### src/shared/tstc_pkg.sv
/*
 Package for the two-stage preset timer core: constants, timing figures and state encodings.
 Assumes a single 10 MHz clock and a synchronous active-high power-up reset.
*/
package tstc_pkg;
   localparam int CLK_HZ = 10000000;
   localparam int WIDTH_LONG_MS = 20;
   localparam int WIDTH_SHORT_MS = 1;
   localparam int WIDTH_LONG_CYC = (CLK_HZ / 1000) * WIDTH_LONG_MS;
   localparam int WIDTH_SHORT_CYC = (CLK_HZ / 1000) * WIDTH_SHORT_MS;
   localparam int TICK_RES_MS = 1;
   localparam int TICK_CYC = (CLK_HZ / 1000) * TICK_RES_MS;
   localparam int DIGITS = 4;
   localparam logic [3:0] DIGIT_MAX = 4'h9;
   // Bit positions inside the latched switch word; switch n sits at bit n-1
   localparam int SW_MODE_A = 2;
   localparam int SW_SHORT = 3;
   localparam int SW_POLARITY = 4;
   localparam int SW_RST_LOCK = 5;
   localparam int SW_UP_LOCK = 6;
   localparam logic [1:0] METHOD_RESET = 2'h0;
   localparam logic [1:0] ERR_NONE = 2'h0;
   localparam logic [1:0] ERR_PROC = 2'h1;
   localparam logic [1:0] ERR_MEM = 2'h2;
   typedef enum logic [3:0] {
      ST_RUN = 4'h1,
      ST_SELECT = 4'h2,
      ST_FAULT = 4'h4,
      ST_POWERUP = 4'h8
   } tstc_state_t;
endpackage : tstc_pkg

### src/design/tstc_top.sv
/*
 Two-stage preset timer core: power-up handling, switch latching, digit entry,
 compare outputs and self-diagnostic fault states.
 Assumes key inputs are single-cycle press pulses and fault detectors drive level flags.
*/
`timescale 1ns/100ps
`default_nettype none
module tstc_top #(
   parameter int LONG_CYC = tstc_pkg::WIDTH_LONG_CYC,
   parameter int SHORT_CYC = tstc_pkg::WIDTH_SHORT_CYC,
   parameter int TICK_CYC = tstc_pkg::TICK_CYC
) (
   input wire logic I_CLK,
   input wire logic I_SYS_RST,
   input wire logic i_START,
   input wire logic i_RESET_A,
   input wire logic i_RESET_B,
   input wire logic i_GATE,
   input wire logic [7:1] i_SWITCH,
   input wire logic i_KEY_RESET_HELD,
   input wire logic i_KEY_DIGIT4_HELD,
   input wire logic i_KEY_RESET,
   input wire logic [3:0] i_KEY_DIGIT,
   input wire logic i_KEY_SET_SEL,
   input wire logic i_KEY_METHOD,
   input wire logic i_METHOD_STORED,
   input wire logic i_NV_VALID,
   input wire logic i_FAULT_CPU,
   input wire logic i_FAULT_RAM,
   input wire logic i_FAULT_NV,
   output logic o_FIRST_OUTPUT,
   output logic o_SECOND_OUTPUT,
   output logic o_RESET_LAMP,
   output logic [1:0] o_FAULT_CODE,
   output logic o_CHECKSUM_IND,
   output logic o_METHOD_ABS,
   output logic o_METHOD_NEW,
   output logic o_METHOD_WRITE,
   output logic [15:0] o_PRESENT,
   output logic [15:0] o_SET1,
   output logic [15:0] o_SET2,
   output logic [1:0] o_TIME_RANGE,
   output logic o_MODE_A,
   output logic o_POLARITY_PNP,
   output logic o_STATE_SELECT
);
   localparam int TW = $clog2(TICK_CYC + 1);

   tstc_pkg::tstc_state_t state_q;
   logic [6:0] sw_q;
   logic method_q;
   logic sel_method_q;
   logic [15:0] set1_q;
   logic [15:0] set2_q;
   logic [15:0] pv_q;
   logic [TW-1:0] tick_q;
   logic running_q;
   logic start_prev_q;
   logic [1:0] code_q;
   logic sum_q;
   logic first_q;
   logic second_q;
   logic start_f;
   logic rst_a_f;
   logic rst_b_f;
   logic gate_f;
   logic rst_in;
   logic tick;
   logic first_hit;
   logic second_hit;
   logic [15:0] fc_target;
   logic fault_any;

   // Digit-wise BCD increment, wraps 9 back to 0
   function automatic logic [15:0] digit_step(input logic [15:0] v, input logic [3:0] k);
      logic [15:0] r;
      r = v;
      for (int i = 0; i < tstc_pkg::DIGITS; i++) begin
         if (k[i]) begin
            r[i*4 +: 4] = (v[i*4 +: 4] >= tstc_pkg::DIGIT_MAX) ? 4'h0 : v[i*4 +: 4] + 4'h1;
         end
      end
      return r;
   endfunction : digit_step

   // BCD to binary so forecast arithmetic works on plain counts
   function automatic logic [15:0] bcd_bin(input logic [15:0] v);
      logic [15:0] r;
      r = 16'(v[15:12]) * 16'h03E8 + 16'(v[11:8]) * 16'h0064 + 16'(v[7:4]) * 16'h000A + 16'(v[3:0]);
      return r;
   endfunction : bcd_bin

   logic short_w;
   logic pol_w;
   assign short_w = sw_q[tstc_pkg::SW_SHORT];
   assign pol_w = sw_q[tstc_pkg::SW_POLARITY];

   // Polarity folded in before filtering, so the width always applies to the active level
   tstc_filter #(
      .LONG_CYC(LONG_CYC),
      .SHORT_CYC(SHORT_CYC)
   ) u_f_start (
      .i_clk(I_CLK),
      .i_rst(I_SYS_RST),
      .i_short(short_w),
      .i_raw(i_START ^ pol_w),
      .o_level(start_f)
   );
   tstc_filter #(
      .LONG_CYC(LONG_CYC),
      .SHORT_CYC(SHORT_CYC)
   ) u_f_rsta (
      .i_clk(I_CLK),
      .i_rst(I_SYS_RST),
      .i_short(short_w),
      .i_raw(i_RESET_A ^ pol_w),
      .o_level(rst_a_f)
   );
   tstc_filter #(
      .LONG_CYC(LONG_CYC),
      .SHORT_CYC(SHORT_CYC)
   ) u_f_rstb (
      .i_clk(I_CLK),
      .i_rst(I_SYS_RST),
      .i_short(short_w),
      .i_raw(i_RESET_B ^ pol_w),
      .o_level(rst_b_f)
   );
   tstc_filter #(
      .LONG_CYC(LONG_CYC),
      .SHORT_CYC(SHORT_CYC)
   ) u_f_gate (
      .i_clk(I_CLK),
      .i_rst(I_SYS_RST),
      .i_short(short_w),
      .i_raw(i_GATE ^ pol_w),
      .o_level(gate_f)
   );

   assign rst_in = rst_a_f | rst_b_f;
   assign fault_any = i_FAULT_CPU | i_FAULT_RAM | i_FAULT_NV;

   // Power-up phase: the cycle after reset release latches switches and strap keys
   always_ff @(posedge I_CLK) begin
      if (I_SYS_RST) begin
         state_q <= tstc_pkg::ST_POWERUP;
      end else begin
         unique case (state_q)
            tstc_pkg::ST_POWERUP: begin
               if (i_KEY_RESET_HELD && i_KEY_DIGIT4_HELD) begin
                  state_q <= tstc_pkg::ST_SELECT;
               end else begin
                  state_q <= tstc_pkg::ST_RUN;
               end
            end
            tstc_pkg::ST_SELECT: begin
               state_q <= tstc_pkg::ST_SELECT;
            end
            tstc_pkg::ST_RUN: begin
               if (fault_any) begin
                  state_q <= tstc_pkg::ST_FAULT;
               end
            end
            tstc_pkg::ST_FAULT: begin
               if (i_KEY_RESET && code_q == tstc_pkg::ERR_PROC && !i_FAULT_CPU) begin
                  state_q <= tstc_pkg::ST_RUN;
               end else if (i_KEY_RESET && sum_q) begin
                  state_q <= tstc_pkg::ST_RUN;
               end
               // Working-memory fault has no exit short of a power cycle
            end
            default: state_q <= tstc_pkg::ST_POWERUP;
         endcase
      end
   end

   // Switches caught once at power-up; later changes ignored until next power-up
   always_ff @(posedge I_CLK) begin
      if (I_SYS_RST) begin
         sw_q <= 7'h00;
      end else if (state_q == tstc_pkg::ST_POWERUP) begin
         sw_q <= i_SWITCH;
      end
   end

   // Stored method: forecast unless nonvolatile copy is valid and says absolute
   always_ff @(posedge I_CLK) begin
      if (I_SYS_RST) begin
         method_q <= tstc_pkg::METHOD_RESET[0];
      end else if (state_q == tstc_pkg::ST_POWERUP) begin
         method_q <= i_NV_VALID & i_METHOD_STORED;
      end else if (state_q == tstc_pkg::ST_FAULT && sum_q && i_KEY_RESET) begin
         method_q <= tstc_pkg::METHOD_RESET[0];
      end
   end

   // Selection toggles a candidate; storing it only takes effect at the next power-up
   always_ff @(posedge I_CLK) begin
      if (I_SYS_RST) begin
         sel_method_q <= 1'b0;
         o_METHOD_WRITE <= 1'b0;
      end else begin
         o_METHOD_WRITE <= 1'b0;
         if (state_q == tstc_pkg::ST_POWERUP) begin
            sel_method_q <= i_NV_VALID & i_METHOD_STORED;
         end else if (state_q == tstc_pkg::ST_SELECT && i_KEY_METHOD) begin
            sel_method_q <= ~sel_method_q;
            o_METHOD_WRITE <= 1'b1;
         end
      end
   end

   // Set values: digit keys in run, cleared on method change or factory restore
   always_ff @(posedge I_CLK) begin
      if (I_SYS_RST) begin
         set1_q <= 16'h0000;
         set2_q <= 16'h0000;
      end else if (state_q == tstc_pkg::ST_SELECT && i_KEY_METHOD) begin
         set1_q <= 16'h0000;
         set2_q <= 16'h0000;
      end else if (state_q == tstc_pkg::ST_FAULT && sum_q && i_KEY_RESET) begin
         set1_q <= 16'h0000;
         set2_q <= 16'h0000;
      end else if (state_q == tstc_pkg::ST_RUN && !sw_q[tstc_pkg::SW_UP_LOCK]) begin
         if (i_KEY_SET_SEL) begin
            set2_q <= digit_step(set2_q, i_KEY_DIGIT);
         end else begin
            set1_q <= digit_step(set1_q, i_KEY_DIGIT);
         end
      end
   end

   // Time base: one tick per resolution period
   always_ff @(posedge I_CLK) begin
      if (I_SYS_RST || !running_q || rst_in) begin
         tick_q <= '0;
      end else if (tick) begin
         tick_q <= '0;
      end else begin
         tick_q <= tick_q + TW'(1);
      end
   end
   assign tick = running_q && (tick_q == TW'(TICK_CYC - 1));

   // Start edge arms timing; reset input, selection and faults halt it
   always_ff @(posedge I_CLK) begin
      if (I_SYS_RST) begin
         running_q <= 1'b0;
         start_prev_q <= 1'b0;
      end else begin
         start_prev_q <= start_f;
         if (state_q != tstc_pkg::ST_RUN || rst_in) begin
            running_q <= 1'b0;
         end else if (start_f && !start_prev_q) begin
            running_q <= 1'b1;
         end
      end
   end

   // Present value; count saturates rather than wrapping past the top
   always_ff @(posedge I_CLK) begin
      if (I_SYS_RST) begin
         pv_q <= 16'h0000;
      end else if (rst_in || (state_q == tstc_pkg::ST_RUN && i_KEY_RESET && !sw_q[tstc_pkg::SW_RST_LOCK])) begin
         pv_q <= 16'h0000;
      end else if (state_q == tstc_pkg::ST_SELECT && i_KEY_METHOD) begin
         pv_q <= 16'h0000;
      end else if (tick && !gate_f && pv_q != 16'hFFFF) begin
         pv_q <= pv_q + 16'h0001;
      end
   end

   // Compare targets: set1 carries the forecast offset in forecast method
   assign fc_target = bcd_bin(set2_q) - bcd_bin(set1_q);
   always_comb begin
      if (method_q) begin
         first_hit = pv_q >= bcd_bin(set1_q);
         second_hit = pv_q >= bcd_bin(set2_q);
      end else begin
         if (bcd_bin(set1_q) >= bcd_bin(set2_q)) begin
            first_hit = 1'b1;
         end else begin
            first_hit = pv_q >= fc_target;
         end
         second_hit = pv_q >= bcd_bin(set2_q);
      end
   end

   // Outputs only after a start; every non-run state and reset input forces them off
   always_ff @(posedge I_CLK) begin
      if (I_SYS_RST) begin
         first_q <= 1'b0;
         second_q <= 1'b0;
      end else if (state_q != tstc_pkg::ST_RUN || fault_any) begin
         first_q <= 1'b0;
         second_q <= 1'b0;
      end else if (rst_in) begin
         first_q <= 1'b0;
         second_q <= 1'b0;
      end else if (running_q) begin
         first_q <= first_hit;
         second_q <= second_hit;
      end
   end

   // Fault code; checksum flag marks the nonvolatile case
   always_ff @(posedge I_CLK) begin
      if (I_SYS_RST) begin
         code_q <= tstc_pkg::ERR_NONE;
         sum_q <= 1'b0;
      end else if (state_q == tstc_pkg::ST_RUN && fault_any) begin
         if (i_FAULT_RAM) begin
            code_q <= tstc_pkg::ERR_MEM;
            sum_q <= 1'b0;
         end else if (i_FAULT_NV) begin
            code_q <= tstc_pkg::ERR_MEM;
            sum_q <= 1'b1;
         end else begin
            code_q <= tstc_pkg::ERR_PROC;
            sum_q <= 1'b0;
         end
      end else if (state_q == tstc_pkg::ST_FAULT && i_KEY_RESET && code_q == tstc_pkg::ERR_PROC && !i_FAULT_CPU) begin
         code_q <= tstc_pkg::ERR_NONE;
      end else if (state_q == tstc_pkg::ST_FAULT && i_KEY_RESET && sum_q) begin
         code_q <= tstc_pkg::ERR_NONE;
         sum_q <= 1'b0;
      end
   end

   always_ff @(posedge I_CLK) begin
      if (I_SYS_RST) begin
         o_RESET_LAMP <= 1'b0;
      end else begin
         o_RESET_LAMP <= rst_in;
      end
   end

   assign o_FIRST_OUTPUT = first_q;
   assign o_SECOND_OUTPUT = second_q;
   assign o_FAULT_CODE = code_q;
   assign o_CHECKSUM_IND = sum_q;
   assign o_METHOD_ABS = method_q;
   assign o_METHOD_NEW = sel_method_q;
   assign o_PRESENT = pv_q;
   assign o_SET1 = set1_q;
   assign o_SET2 = set2_q;
   assign o_TIME_RANGE = sw_q[1:0];
   assign o_MODE_A = sw_q[tstc_pkg::SW_MODE_A];
   assign o_POLARITY_PNP = pol_w;
   assign o_STATE_SELECT = (state_q == tstc_pkg::ST_SELECT);
endmodule : tstc_top
`default_nettype wire

### src/design/tstc_filter.sv
/*
 Input width filter: passes a level only after it has held for the selected width.
 Assumes the input is synchronous to the clock.
*/
`timescale 1ns/100ps
`default_nettype none
module tstc_filter #(
   parameter int LONG_CYC = tstc_pkg::WIDTH_LONG_CYC,
   parameter int SHORT_CYC = tstc_pkg::WIDTH_SHORT_CYC
) (
   input wire logic i_clk,
   input wire logic i_rst,
   input wire logic i_short,
   input wire logic i_raw,
   output logic o_level
);
   localparam int CW = $clog2(LONG_CYC + 1);
   logic [CW-1:0] cnt_q;
   logic [CW-1:0] lim;
   assign lim = i_short ? CW'(SHORT_CYC - 1) : CW'(LONG_CYC - 1);
   // Change accepted only once stable for full width; glitches restart the count
   always_ff @(posedge i_clk) begin
      if (i_rst) begin
         cnt_q <= '0;
         o_level <= 1'b0;
      end else if (i_raw == o_level) begin
         cnt_q <= '0;
      end else if (cnt_q >= lim) begin
         cnt_q <= '0;
         o_level <= i_raw;
      end else begin
         cnt_q <= cnt_q + CW'(1);
      end
   end
endmodule : tstc_filter
`default_nettype wire

### config.mk
export PLATFORM = sky130hd
export DESIGN_NAME = tstc_top
export DESIGN_NICKNAME = d
export VERILOG_FILES = /design/src/shared/tstc_pkg.sv /design/src/design/tstc_top.sv /design/src/design/tstc_filter.sv
export SDC_FILE = /design/constraint.sdc
export NUM_CORES = 1
export LEC_CHECK = 0
export BUFFER_PORTS_ARGS = -buffer_cell sky130_fd_sc_hd__buf_4
export CAP_MARGIN = 20
export CORE_MARGIN = 2
export CORE_UTILIZATION = 48
export DETAILED_ROUTE_END_ITERATION = 8
export GPL_ROUTABILITY_DRIVEN = 0
export PLACE_DENSITY = 0.64
export SETUP_SLACK_MARGIN = 0.02
export SLEW_MARGIN = 20
export SYNTH_ARGS = -nofsm -noshare
export SYNTH_HDL_FRONTEND = slang
export SYNTH_HIERARCHICAL = 1
export SYNTH_SLANG_ARGS = --single-unit
### constraint.sdc
create_clock -name I_CLK -period 6.53 [get_ports I_CLK]
set_input_delay 0.9795 -clock I_CLK [delete_from_list [all_inputs] [get_ports I_CLK]]
set_output_delay 0.9795 -clock I_CLK [all_outputs]
set_load 0.03 [all_outputs]
### Word level (Yosys, flattened, before mapping)

Index checks and enable logic that the tools add are counted.

* add/sub/neg operators: 21
* multipliers: 6
* order comparisons: 16
* equal/unequal tests: 15
* mux-type cells: 31
* bitwise logic cells: 14
* reduce and logical (&&, ||, !) cells: 58

Operators by type and width (count)
* $add 18x1->18 const B: 4
* $ge 18x18->1: 4
* $ge 16x16->1: 4
* $mux 4: 11
* $add 15x8->16: 2
* $add 16x4->16: 2
* $add 4x1->4 const B: 8
* $ge 4x4->1 const B: 8
* $add 14x11->15: 2
* $reduce_and 3->1: 8
* $mul 4x7->11 const B: 2
* $reduce_or 3->1: 7
* $logic_and 1x1->1: 19
* $mul 4x5->9 const B: 2
* $mux 18: 1
* $add 16x1->16 const B: 1
* $ne 16x16->1 const B: 1
* $pmux 4 s4: 1
* $sub 16x16->16: 1
* $add 14x1->14 const B: 1
* $eq 14x14->1 const B: 1
* $mul 4x3->7 const B: 2
* $mux 1: 12
* $mux 2: 6
* other kinds (19): 51

* bits in registers: 160

### Logic depth before layout (Yosys ltp)

Gate-level depths: netlist of the first run.

* depth after elaboration: 8
* gate-level depth with buffers: 29
* mapped depth without buffers: 29

### Hierarchy

Netlist of the first run, hierarchy kept.

Modules (own cells, without submodules)
* tstc_top: instances 1, cells an instance 1047, area an instance 8972.4 µm², sequential area each 1681.6 µm²
* tstc_filter: instances 4, cells an instance 112, area an instance 985.9 µm², sequential area each 380.4 µm²

### Worst setup path before layout of the first run

OpenSTA, ideal clock, no wires.

* path kind: register -> register
* start: reg set1_q[14] (netlist: o_SET1[14])
* end: reg first_q (netlist: o_FIRST_OUTPUT)
* setup time: 0.117 ns
* arrival time: 6.573 ns
* data required time: 6.413 ns
* slack: -0.160 ns
* stages on the path, launching flop included: 28
* path buffers: 0
* cells stage by stage: dfxtp_1 > ha_1 > fa_1 > inv_1 > fa_1 > fa_1 > inv_1 > ha_1 > ha_1 > inv_1 > o21bai_1 > a21oi_1 > xor2_1 > ha_1 > a21o_1 > o41ai_4 > o21ai_2 > maj3_2 > a21oi_1 > xor2_1 > ha_1 > nor2b_1 > o21ai_0 > o211ai_1 > a21o_1 > a211oi_1 > a311oi_1 > a32o_1

* longest elaborated chain between the ends: 8

RTL lines
* from (decl): line tstc_top.sv:53 `logic [15:0] set1_q;`
* from (signal assigned): line tstc_top.sv:228 `set1_q <= digit_step(set1_q, i_KEY_DIGIT);`
* $mul 4x7->11 *: line tstc_top.sv:89 `r = 16'(v[15:12]) * 16'h03E8 + 16'(v[11:8]) * 16'h0064 + 16'(v[7:4]) * 16'h000A + 16'(v[3:0]);`
* $add 14x11->15 *: line tstc_top.sv:89
* $add 15x8->16 *: line tstc_top.sv:89
* $add 16x4->16 *: line tstc_top.sv:89
* $sub 16x16->16: line tstc_top.sv:274 `assign fc_target = bcd_bin(set2_q) - bcd_bin(set1_q);`
* $ge 16x16->1: line tstc_top.sv:283 `first_hit = pv_q >= fc_target;`
* $mux 1: line tstc_top.sv:280 `if (bcd_bin(set1_q) >= bcd_bin(set2_q)) begin`
* $mux 1 *: line tstc_top.sv:276 `if (method_q) begin`
* to (signal assigned): line tstc_top.sv:301 `first_q <= first_hit;`
* to (decl): line tstc_top.sv:61 `logic first_q;`

Every way passes the cells marked *; elsewhere a longest branch is shown, timed or not.
A chain may end at the register's enable or synchronous reset.

### Final worst setup path of the first run

* start: reg set2_q[13] (netlist: o_SET2[13])
* end: reg first_q (netlist: o_FIRST_OUTPUT)

* longest elaborated chain between the ends: 8

RTL lines
* from (decl): line tstc_top.sv:54 `logic [15:0] set2_q;`
* from (signal assigned): line tstc_top.sv:226 `set2_q <= digit_step(set2_q, i_KEY_DIGIT);`
* $mul 4x7->11 *: line tstc_top.sv:89
* $add 14x11->15 *: line tstc_top.sv:89
* $add 15x8->16 *: line tstc_top.sv:89
* $add 16x4->16 *: line tstc_top.sv:89
* $sub 16x16->16: line tstc_top.sv:274
* $ge 16x16->1: line tstc_top.sv:283
* $mux 1 *: line tstc_top.sv:280
* $mux 1 *: line tstc_top.sv:276

Marked as above.

==> impl_metrics.ini, run 1 <==
[global_routing]
grt-ovfl-total = 0
grt_pass1_wl_mm = 49.2
grt_max_degree = 30
antenna_found_initial = 0
grt_pass1_vias = 10400
track_usage = 0.211

[route]
post_drt_wl_per_cell_um = 15.0
drt-initial-drc-count = 566
drcViolationCount = 0
drtAntennaViolNets = 0
routed_wl_mm = 29.6
dr.pass1.iters = 5
vias = 10700
avgViaCountPerCell = 5.41

[worst_setup_path]
cp.required_ps = 6870
crit_path_top_delay_cell = fa_1
r2r-end = o_FIRST_OUTPUT$_SDFFE_PP0P_
path_class = register to register
crit_end = o_FIRST_OUTPUT$_SDFFE_PP0P_
reg2regPathDepth = 28
r2r_slack_ps = 180
crit_path_start = o_SET2[13]$_SDFFE_PP0P_
cp_max_fo = 5
cp-end-kind = register
rr_startpoint = o_SET2[13]$_SDFFE_PP0P_
critPathLaunchType = register
worstPathArrival_ps = 6690
crit_path_frequent_cell = ha_1
max_stage_delay_ps = 550

[final_layout]
fillers = 2446
area_growth_pct = 16.1
multiInputGateArea_um2 = 9280
antennaDiodeCount = 0
mostFrequentLayoutCells = 210 x ha_1, 181 x nor2_1, 153 x dfxtp_1
regArea_um2 = 3210
nets = 1905
final_common_cell = ha_1
drive_gt1_frac = 0.158

[synth]
synth-seq-area-share = 0.248
syn_avg_cell_area_um2 = 8.64
synthArstFlopShare = 0
yosysWarnings = 6
synth_edf_count = 0
syn_nets = 1775
yosys.area.top_type = dfxtp_1
synth-main-ff-cell = dfxtp_1
ys_types = 74
synthCells = 1495
synth.top_cell.area_share = 0.248
yosys-top-cells-area = dfxtp_1 25%, ha_1 21%, fa_1 5.4%
syn_area_um2 = 12900
ys_seq_elements = 160

[timing]
setup_viol = 0
hold_viol = 0
fin_setup_tns_ps = 0
finalCritPeriodShare = 0.973
setup_slack_ps = 177
hold_ws_ps = 446
min_period_ps = 6350
max_slew_margin = 0.446
slew_viol_final = 0
clock-skew-final_ps = 15.5
worstMarginPinSlew_ps = 819
fmax_mhz = 157

[clock_tree]
holdBufCountCts = 0
clk_path_buf_depth = 2
cts_tree = yes
cts-root-buf = clkbuf_16
clk_latency_ps = 440
h-tree-depth = 4
numCtsBuffers = 17
cts.sinks = 160
path_clk_slew_ps = 80

[pwr]
p_total_mw = 2.46
p_per_area_nw_per_um2 = 164
peakVddDrop_mv = 0.156
leakage_nw = 6.82

[run]
max_cap_violations = 0

[floorplan]
core_um2 = 26700
dieArea_um2 = 28200
die_w_um = 168
ios = 89
rows = 60
start_util = 0.485
die_h_um = 168

[run_status]
status = finished clean

[placement]
port_buffers = 88
post-place-ws_ps = -103
hpwlAfterDp_mm = 22.7

[min_path]
hold_path_class = register to register
holdPathStages = 1
-- synthesized netlist by cell type, types with 5 or more instances --
| cell type | instances |
|---|---|
| ha_1 | 218 |
| nor2_1 | 183 |
| dfxtp_1 | 160 |
| inv_1 | 129 |
| a21oi_1 | 106 |
| nand2_1 | 106 |
| xor2_1 | 73 |
| xnor2_1 | 70 |
| nand3_1 | 51 |
| o21ai_0 | 49 |
| nand4_1 | 40 |
| fa_1 | 35 |
| a21o_1 | 29 |
| nor3_1 | 26 |
| nand2b_1 | 16 |
| nor4_1 | 15 |
| and3_1 | 13 |
| o21ai_1 | 10 |
| buf_6 | 9 |
| mux2i_1 | 9 |
| or3_1 | 9 |
| nor2b_1 | 7 |
| a31oi_1 | 6 |
| buf_2 | 6 |
| nand3b_1 | 6 |
| o21bai_1 | 6 |
| o31a_1 | 6 |
| a211oi_1 | 5 |
| and3_2 | 5 |
| clkbuf_1 | 5 |
| nor3b_1 | 5 |
| nor4_2 | 5 |
| o21ai_2 | 5 |
-- power by group --
group	internal (mW)	leakage, nW	switching, mW	total [mW]
Clock	0.513	0.283	0.496	1.01
Sequential	0.995	1.30	0.0237	1.02
Combinational	0.179	5.24	0.254	0.434
-- worst min path at each step --
| stage | to | slack, ps | from |
|---|---|---|---|
| 3_3_place_gp | tick_q[0]$_SDFF_PP0_ | 430 | tick_q[0]$_SDFF_PP0_ |
| 5_1_grt | tick_q[0]$_SDFF_PP0_ | 470 | tick_q[0]$_SDFF_PP0_ |
| 3_5_place_dp | tick_q[0]$_SDFF_PP0_ | 440 | tick_q[0]$_SDFF_PP0_ |
| 4_1_cts | tick_q[0]$_SDFF_PP0_ | 450 | tick_q[0]$_SDFF_PP0_ |
| 2_1_floorplan | tick_q[0]$_SDFF_PP0_ | 410 | tick_q[0]$_SDFF_PP0_ |
| 6_report | tick_q[0]$_SDFF_PP0_ | 450 | tick_q[0]$_SDFF_PP0_ |
-- worst max-delay path: cells and delay by family, from the launching register on --
kind	cells	cell delay (ps)
adder cells (fa/ha/maj)	8	2950
AO/OA/AOI/OAI	12	1970
AND/OR/NAND/NOR	4	500
flip-flops	1	400
buffers and inverters	3	240
XOR/XNOR	1	190
-- repair_timing --
| item | in CTS | in global routing |
|---|---|---|
| gates resized for setup | 5 | 38 |
| gates cloned | 0 | 0 |
| setup endpoints to repair | 1 | 1 |
| pin swaps | 9 | 23 |
| buffers inserted | 2 | 5 |
-- per-stage QoR --
| step | instances | util | instance area (µm²) |
|---|---|---|---|
| 5_1_grt | 1979 | 0.563 | 15000 |
| 4_1_cts | 1974 | 0.554 | 14800 |
| 3_3_place_gp | 1940 | 0.530 | 14100 |
| 2_1_floorplan | 1495 | - | 12900 |
| 6_report | 1979 | 0.563 | 15000 |
| 3_5_place_dp | 1940 | 0.530 | 14100 |
-- kinds of logic after synthesis --
group / after synthesis / share of synthesized area
compound gates: 258 / 0.125
xor+xnor: 143 / 0.0970
fa+ha+maj: 255 / 0.267
buf+inv: 151 / 0.0503
flops: 160 / 0.248
mux: 9 / 0.00697
simple gates: 519 / 0.206
-- flip-flops by register name, summed over array words and instances, names as in the netlist, 7 cells and up --
name,count
o_PRESENT,16
o_SET1,16
o_SET2,16
sw_q,7
tick_q,14
u_f_gate/cnt_q,18
u_f_rsta/cnt_q,18
u_f_rstb/cnt_q,18
u_f_start/cnt_q,18
-- final cells by class --
cell class	count	area share
multi-input combinational	1184	0.619
sequential	160	0.214
timing repair buffer	133	0.0666
inverter	129	0.0323
tap	341	0.0285
clock buffer	17	0.0284
clock inverter	15	0.0110
-- layer usage --
layer / up-vias / global-route usage / share of wire
li1: 5450 / - / -
met5: - / 0 / 0
met3: 49 / 0.0310 / 0.034
met2: 171 / 0.362 / 0.48
met4: 0 / 0.0688 / 0.025
met1: 5043 / 0.273 / 0.46
No activity file was read; power rests on OpenSTA's default activity.
==> run 2: changes to the inputs <==
--- a/config.mk
+++ b/config.mk
@@ -5,12 +5,14 @@
 export SDC_FILE = /design/constraint.sdc
 export NUM_CORES = 1
 export LEC_CHECK = 0
+export ABC_AREA = 1
 export BUFFER_PORTS_ARGS = -buffer_cell sky130_fd_sc_hd__buf_4
 export CAP_MARGIN = 20
 export CORE_MARGIN = 2
 export CORE_UTILIZATION = 48
 export DETAILED_ROUTE_END_ITERATION = 8
 export GPL_ROUTABILITY_DRIVEN = 0
+export MAX_ROUTING_LAYER = met4
 export PLACE_DENSITY = 0.64
 export SETUP_SLACK_MARGIN = 0.02
 export SLEW_MARGIN = 20
==> constraint.sdc (replaced) <==
create_clock -name I_CLK -period 6.53 [get_ports I_CLK]
set_input_delay 0.9795 -clock I_CLK [delete_from_list [all_inputs] [get_ports I_CLK]]
set_output_delay 0.9795 -clock I_CLK [all_outputs]
set_load 0.05 [all_outputs]
==> impl_metrics.ini, run 2 <==
[clock_tree]
cts_tree = yes
path_clk_slew_ps = 70
clk_latency_ps = 440
numCtsBuffers = 17
clk_path_buf_depth = 2
cts.sinks = 160
cts-root-buf = clkbuf_16
h-tree-depth = 4
holdBufCountCts = 0

[worst_setup_path]
path_class = register to register
cp-end-kind = register
worstPathArrival_ps = 6480
cp.required_ps = 6870
crit_path_start = o_SET2[14]$_SDFFE_PP0P_
critPathLaunchType = register
crit_path_frequent_cell = nand2_1
r2r_slack_ps = 390
reg2regPathDepth = 36
cp_max_fo = 5
rr_startpoint = o_SET2[14]$_SDFFE_PP0P_
r2r-end = o_FIRST_OUTPUT$_SDFFE_PP0P_
max_stage_delay_ps = 540
crit_path_top_delay_cell = fa_1
crit_end = o_FIRST_OUTPUT$_SDFFE_PP0P_

[route]
drtAntennaViolNets = 0
dr.pass1.iters = 5
post_drt_wl_per_cell_um = 13.0
routed_wl_mm = 30.2
drcViolationCount = 0
vias = 11600
drt-initial-drc-count = 570
avgViaCountPerCell = 5.00

[synth]
synth-seq-area-share = 0.237
ys_seq_elements = 160
syn_nets = 2104
synth_most_common_cell = nand2_1
yosysWarnings = 6
yosys.area.top_type = dfxtp_1
synth_edf_count = 0
synth-main-ff-cell = dfxtp_1
yosys-top-cells-area = dfxtp_1 24%, ha_1 20%, nand2_1 9.5%
ys_types = 45
synth_commonest_cells = 342 x nand2_1, 282 x inv_1, 218 x ha_1
synthCells = 1824
syn_avg_cell_area_um2 = 7.40
synth.top_cell.area_share = 0.237
synthArstFlopShare = 0
syn_area_um2 = 13500

[floorplan]
start_util = 0.487
ios = 89
rows = 61
core_um2 = 27700
die_h_um = 172
dieArea_um2 = 29500
die_w_um = 172

[timing]
setup_viol = 0
fin_setup_tns_ps = 0
slew_viol_final = 0
min_period_ps = 6140
worstMarginPinSlew_ps = 608
finalCritPeriodShare = 0.940
fmax_mhz = 163
clock-skew-final_ps = 17.9
setup_slack_ps = 393
grt_setup_unrepaired = false
hold_viol = 0
max_slew_margin = 0.595

[pwr]
p_per_area_nw_per_um2 = 168
leakage_nw = 7.17
swShare = 0.332
power_frac_comb = 0.225
seq_power_share = 0.402
intPower_mw = 1.72
p_clk_frac = 0.373
switchingPower_mw = 0.857
peakVddDrop_mv = 0.176

[final_layout]
nets = 2215
antennaDiodeCount = 0
regArea_um2 = 3220
drive_gt1_frac = 0.119
mostFrequentLayoutCells = 341 x nand2_1, 282 x inv_1, 213 x nor2_1
area_growth_pct = 13.7
fillers = 2679
fin_util = 0.554
final_common_cell = nand2_1
multiInputGateArea_um2 = 9230
final_area_um2 = 15300

[placement]
hpwlAfterDp_mm = 23.7
dpl_cell_area_um2 = 14600
post-place-ws_ps = 43.4
port_buffers = 88

[global_routing]
grt_pass1_wl_mm = 50.8
track_usage = 0.218
grt_max_degree = 26
grt_pass1_vias = 10900
grt-ovfl-total = 0
antenna_found_initial = 0

[run_status]
status = finished clean

[min_path]
hold_path_class = register to register

[run]
max_cap_violations = 0
## run 2: worst min-delay path by stage
| stage | from | to | cells past startpoint |
|---|---|---|---|
| finish | tick_q[0]$_SDFF_PP0_ | tick_q[0]$_SDFF_PP0_ | 1 |
| global route | tick_q[0]$_SDFF_PP0_ | tick_q[0]$_SDFF_PP0_ | 1 |
| CTS | tick_q[0]$_SDFF_PP0_ | tick_q[0]$_SDFF_PP0_ | 1 |
| detailed placement | tick_q[0]$_SDFF_PP0_ | tick_q[0]$_SDFF_PP0_ | 1 |
| global placement | tick_q[0]$_SDFF_PP0_ | tick_q[0]$_SDFF_PP0_ | 1 |
| floorplan | tick_q[0]$_SDFF_PP0_ | tick_q[0]$_SDFF_PP0_ | 1 |
## run 2: cell families (layout without fill, tap and decap cells)
family / after synthesis / after routing / synth area share
and+or+nand+nor: 774 / 774 / 0.258
adders and majority gates: 253 / 253 / 0.254
DFF: 160 / 160 / 0.237
buffers and inverters: 303 / 426 / 0.0882
AOI/OAI and AO/OA: 233 / 233 / 0.0967
xor gates and xnor gates: 101 / 101 / 0.0655
## run 2: per-stage QoR
step	total power, mW	cells	hold WS (ps)
final	2.58	2325	452
after global routing	2.73	2325	487
after CTS	2.58	2317	455
after detailed placement	1.61	2286	440
after global placement	1.60	2286	435
after floorplan	1.48	1824	418
## run 2: worst max-delay path: cells and delay by family (launching register included)
family                   cells  cell delay (ps)
flip-flops                   1              410
XOR/XNOR                     2              360
buffers and inverters        6              380
adder cells (fa/ha/maj)      8             2930
AND/OR/NAND/NOR             14             1240
AO/OA/AOI/OAI                6              740
## run 2: cell type report
type,instances,area share
inverters,291,0.0712
clock inverters,13,0.00767
repair buffers,104,0.0509
multi-input cells,1361,0.602
flip-flops and latches,160,0.210
well taps,378,0.0308
clock buffers,18,0.0280
## run 2: timing repair
item,4_1_cts,5_1_grt
gates resized for setup,1,33
pin swaps,0,13
buffers inserted,0,8
endpoints found under the setup margin,1,1
## run 2: power groups by stage
stage,logic [mW],clock network (mW),registers (mW)
after detailed placement,0.551,0,1.06
after global routing,0.662,1.03,1.04
after CTS,0.554,0.985,1.04
final,0.581,0.961,1.04
after floorplan,0.407,0,1.07
after global placement,0.539,0,1.06
## run 2: per-layer routing
metal,wire [µm],GRT usage,vias to the layer above
met5,0,-,-
met4,515,0.0545,0
met3,1060,0.0354,32
met2,14000,0.356,192
met1,14600,0.281,5264
li1,-,-,6129
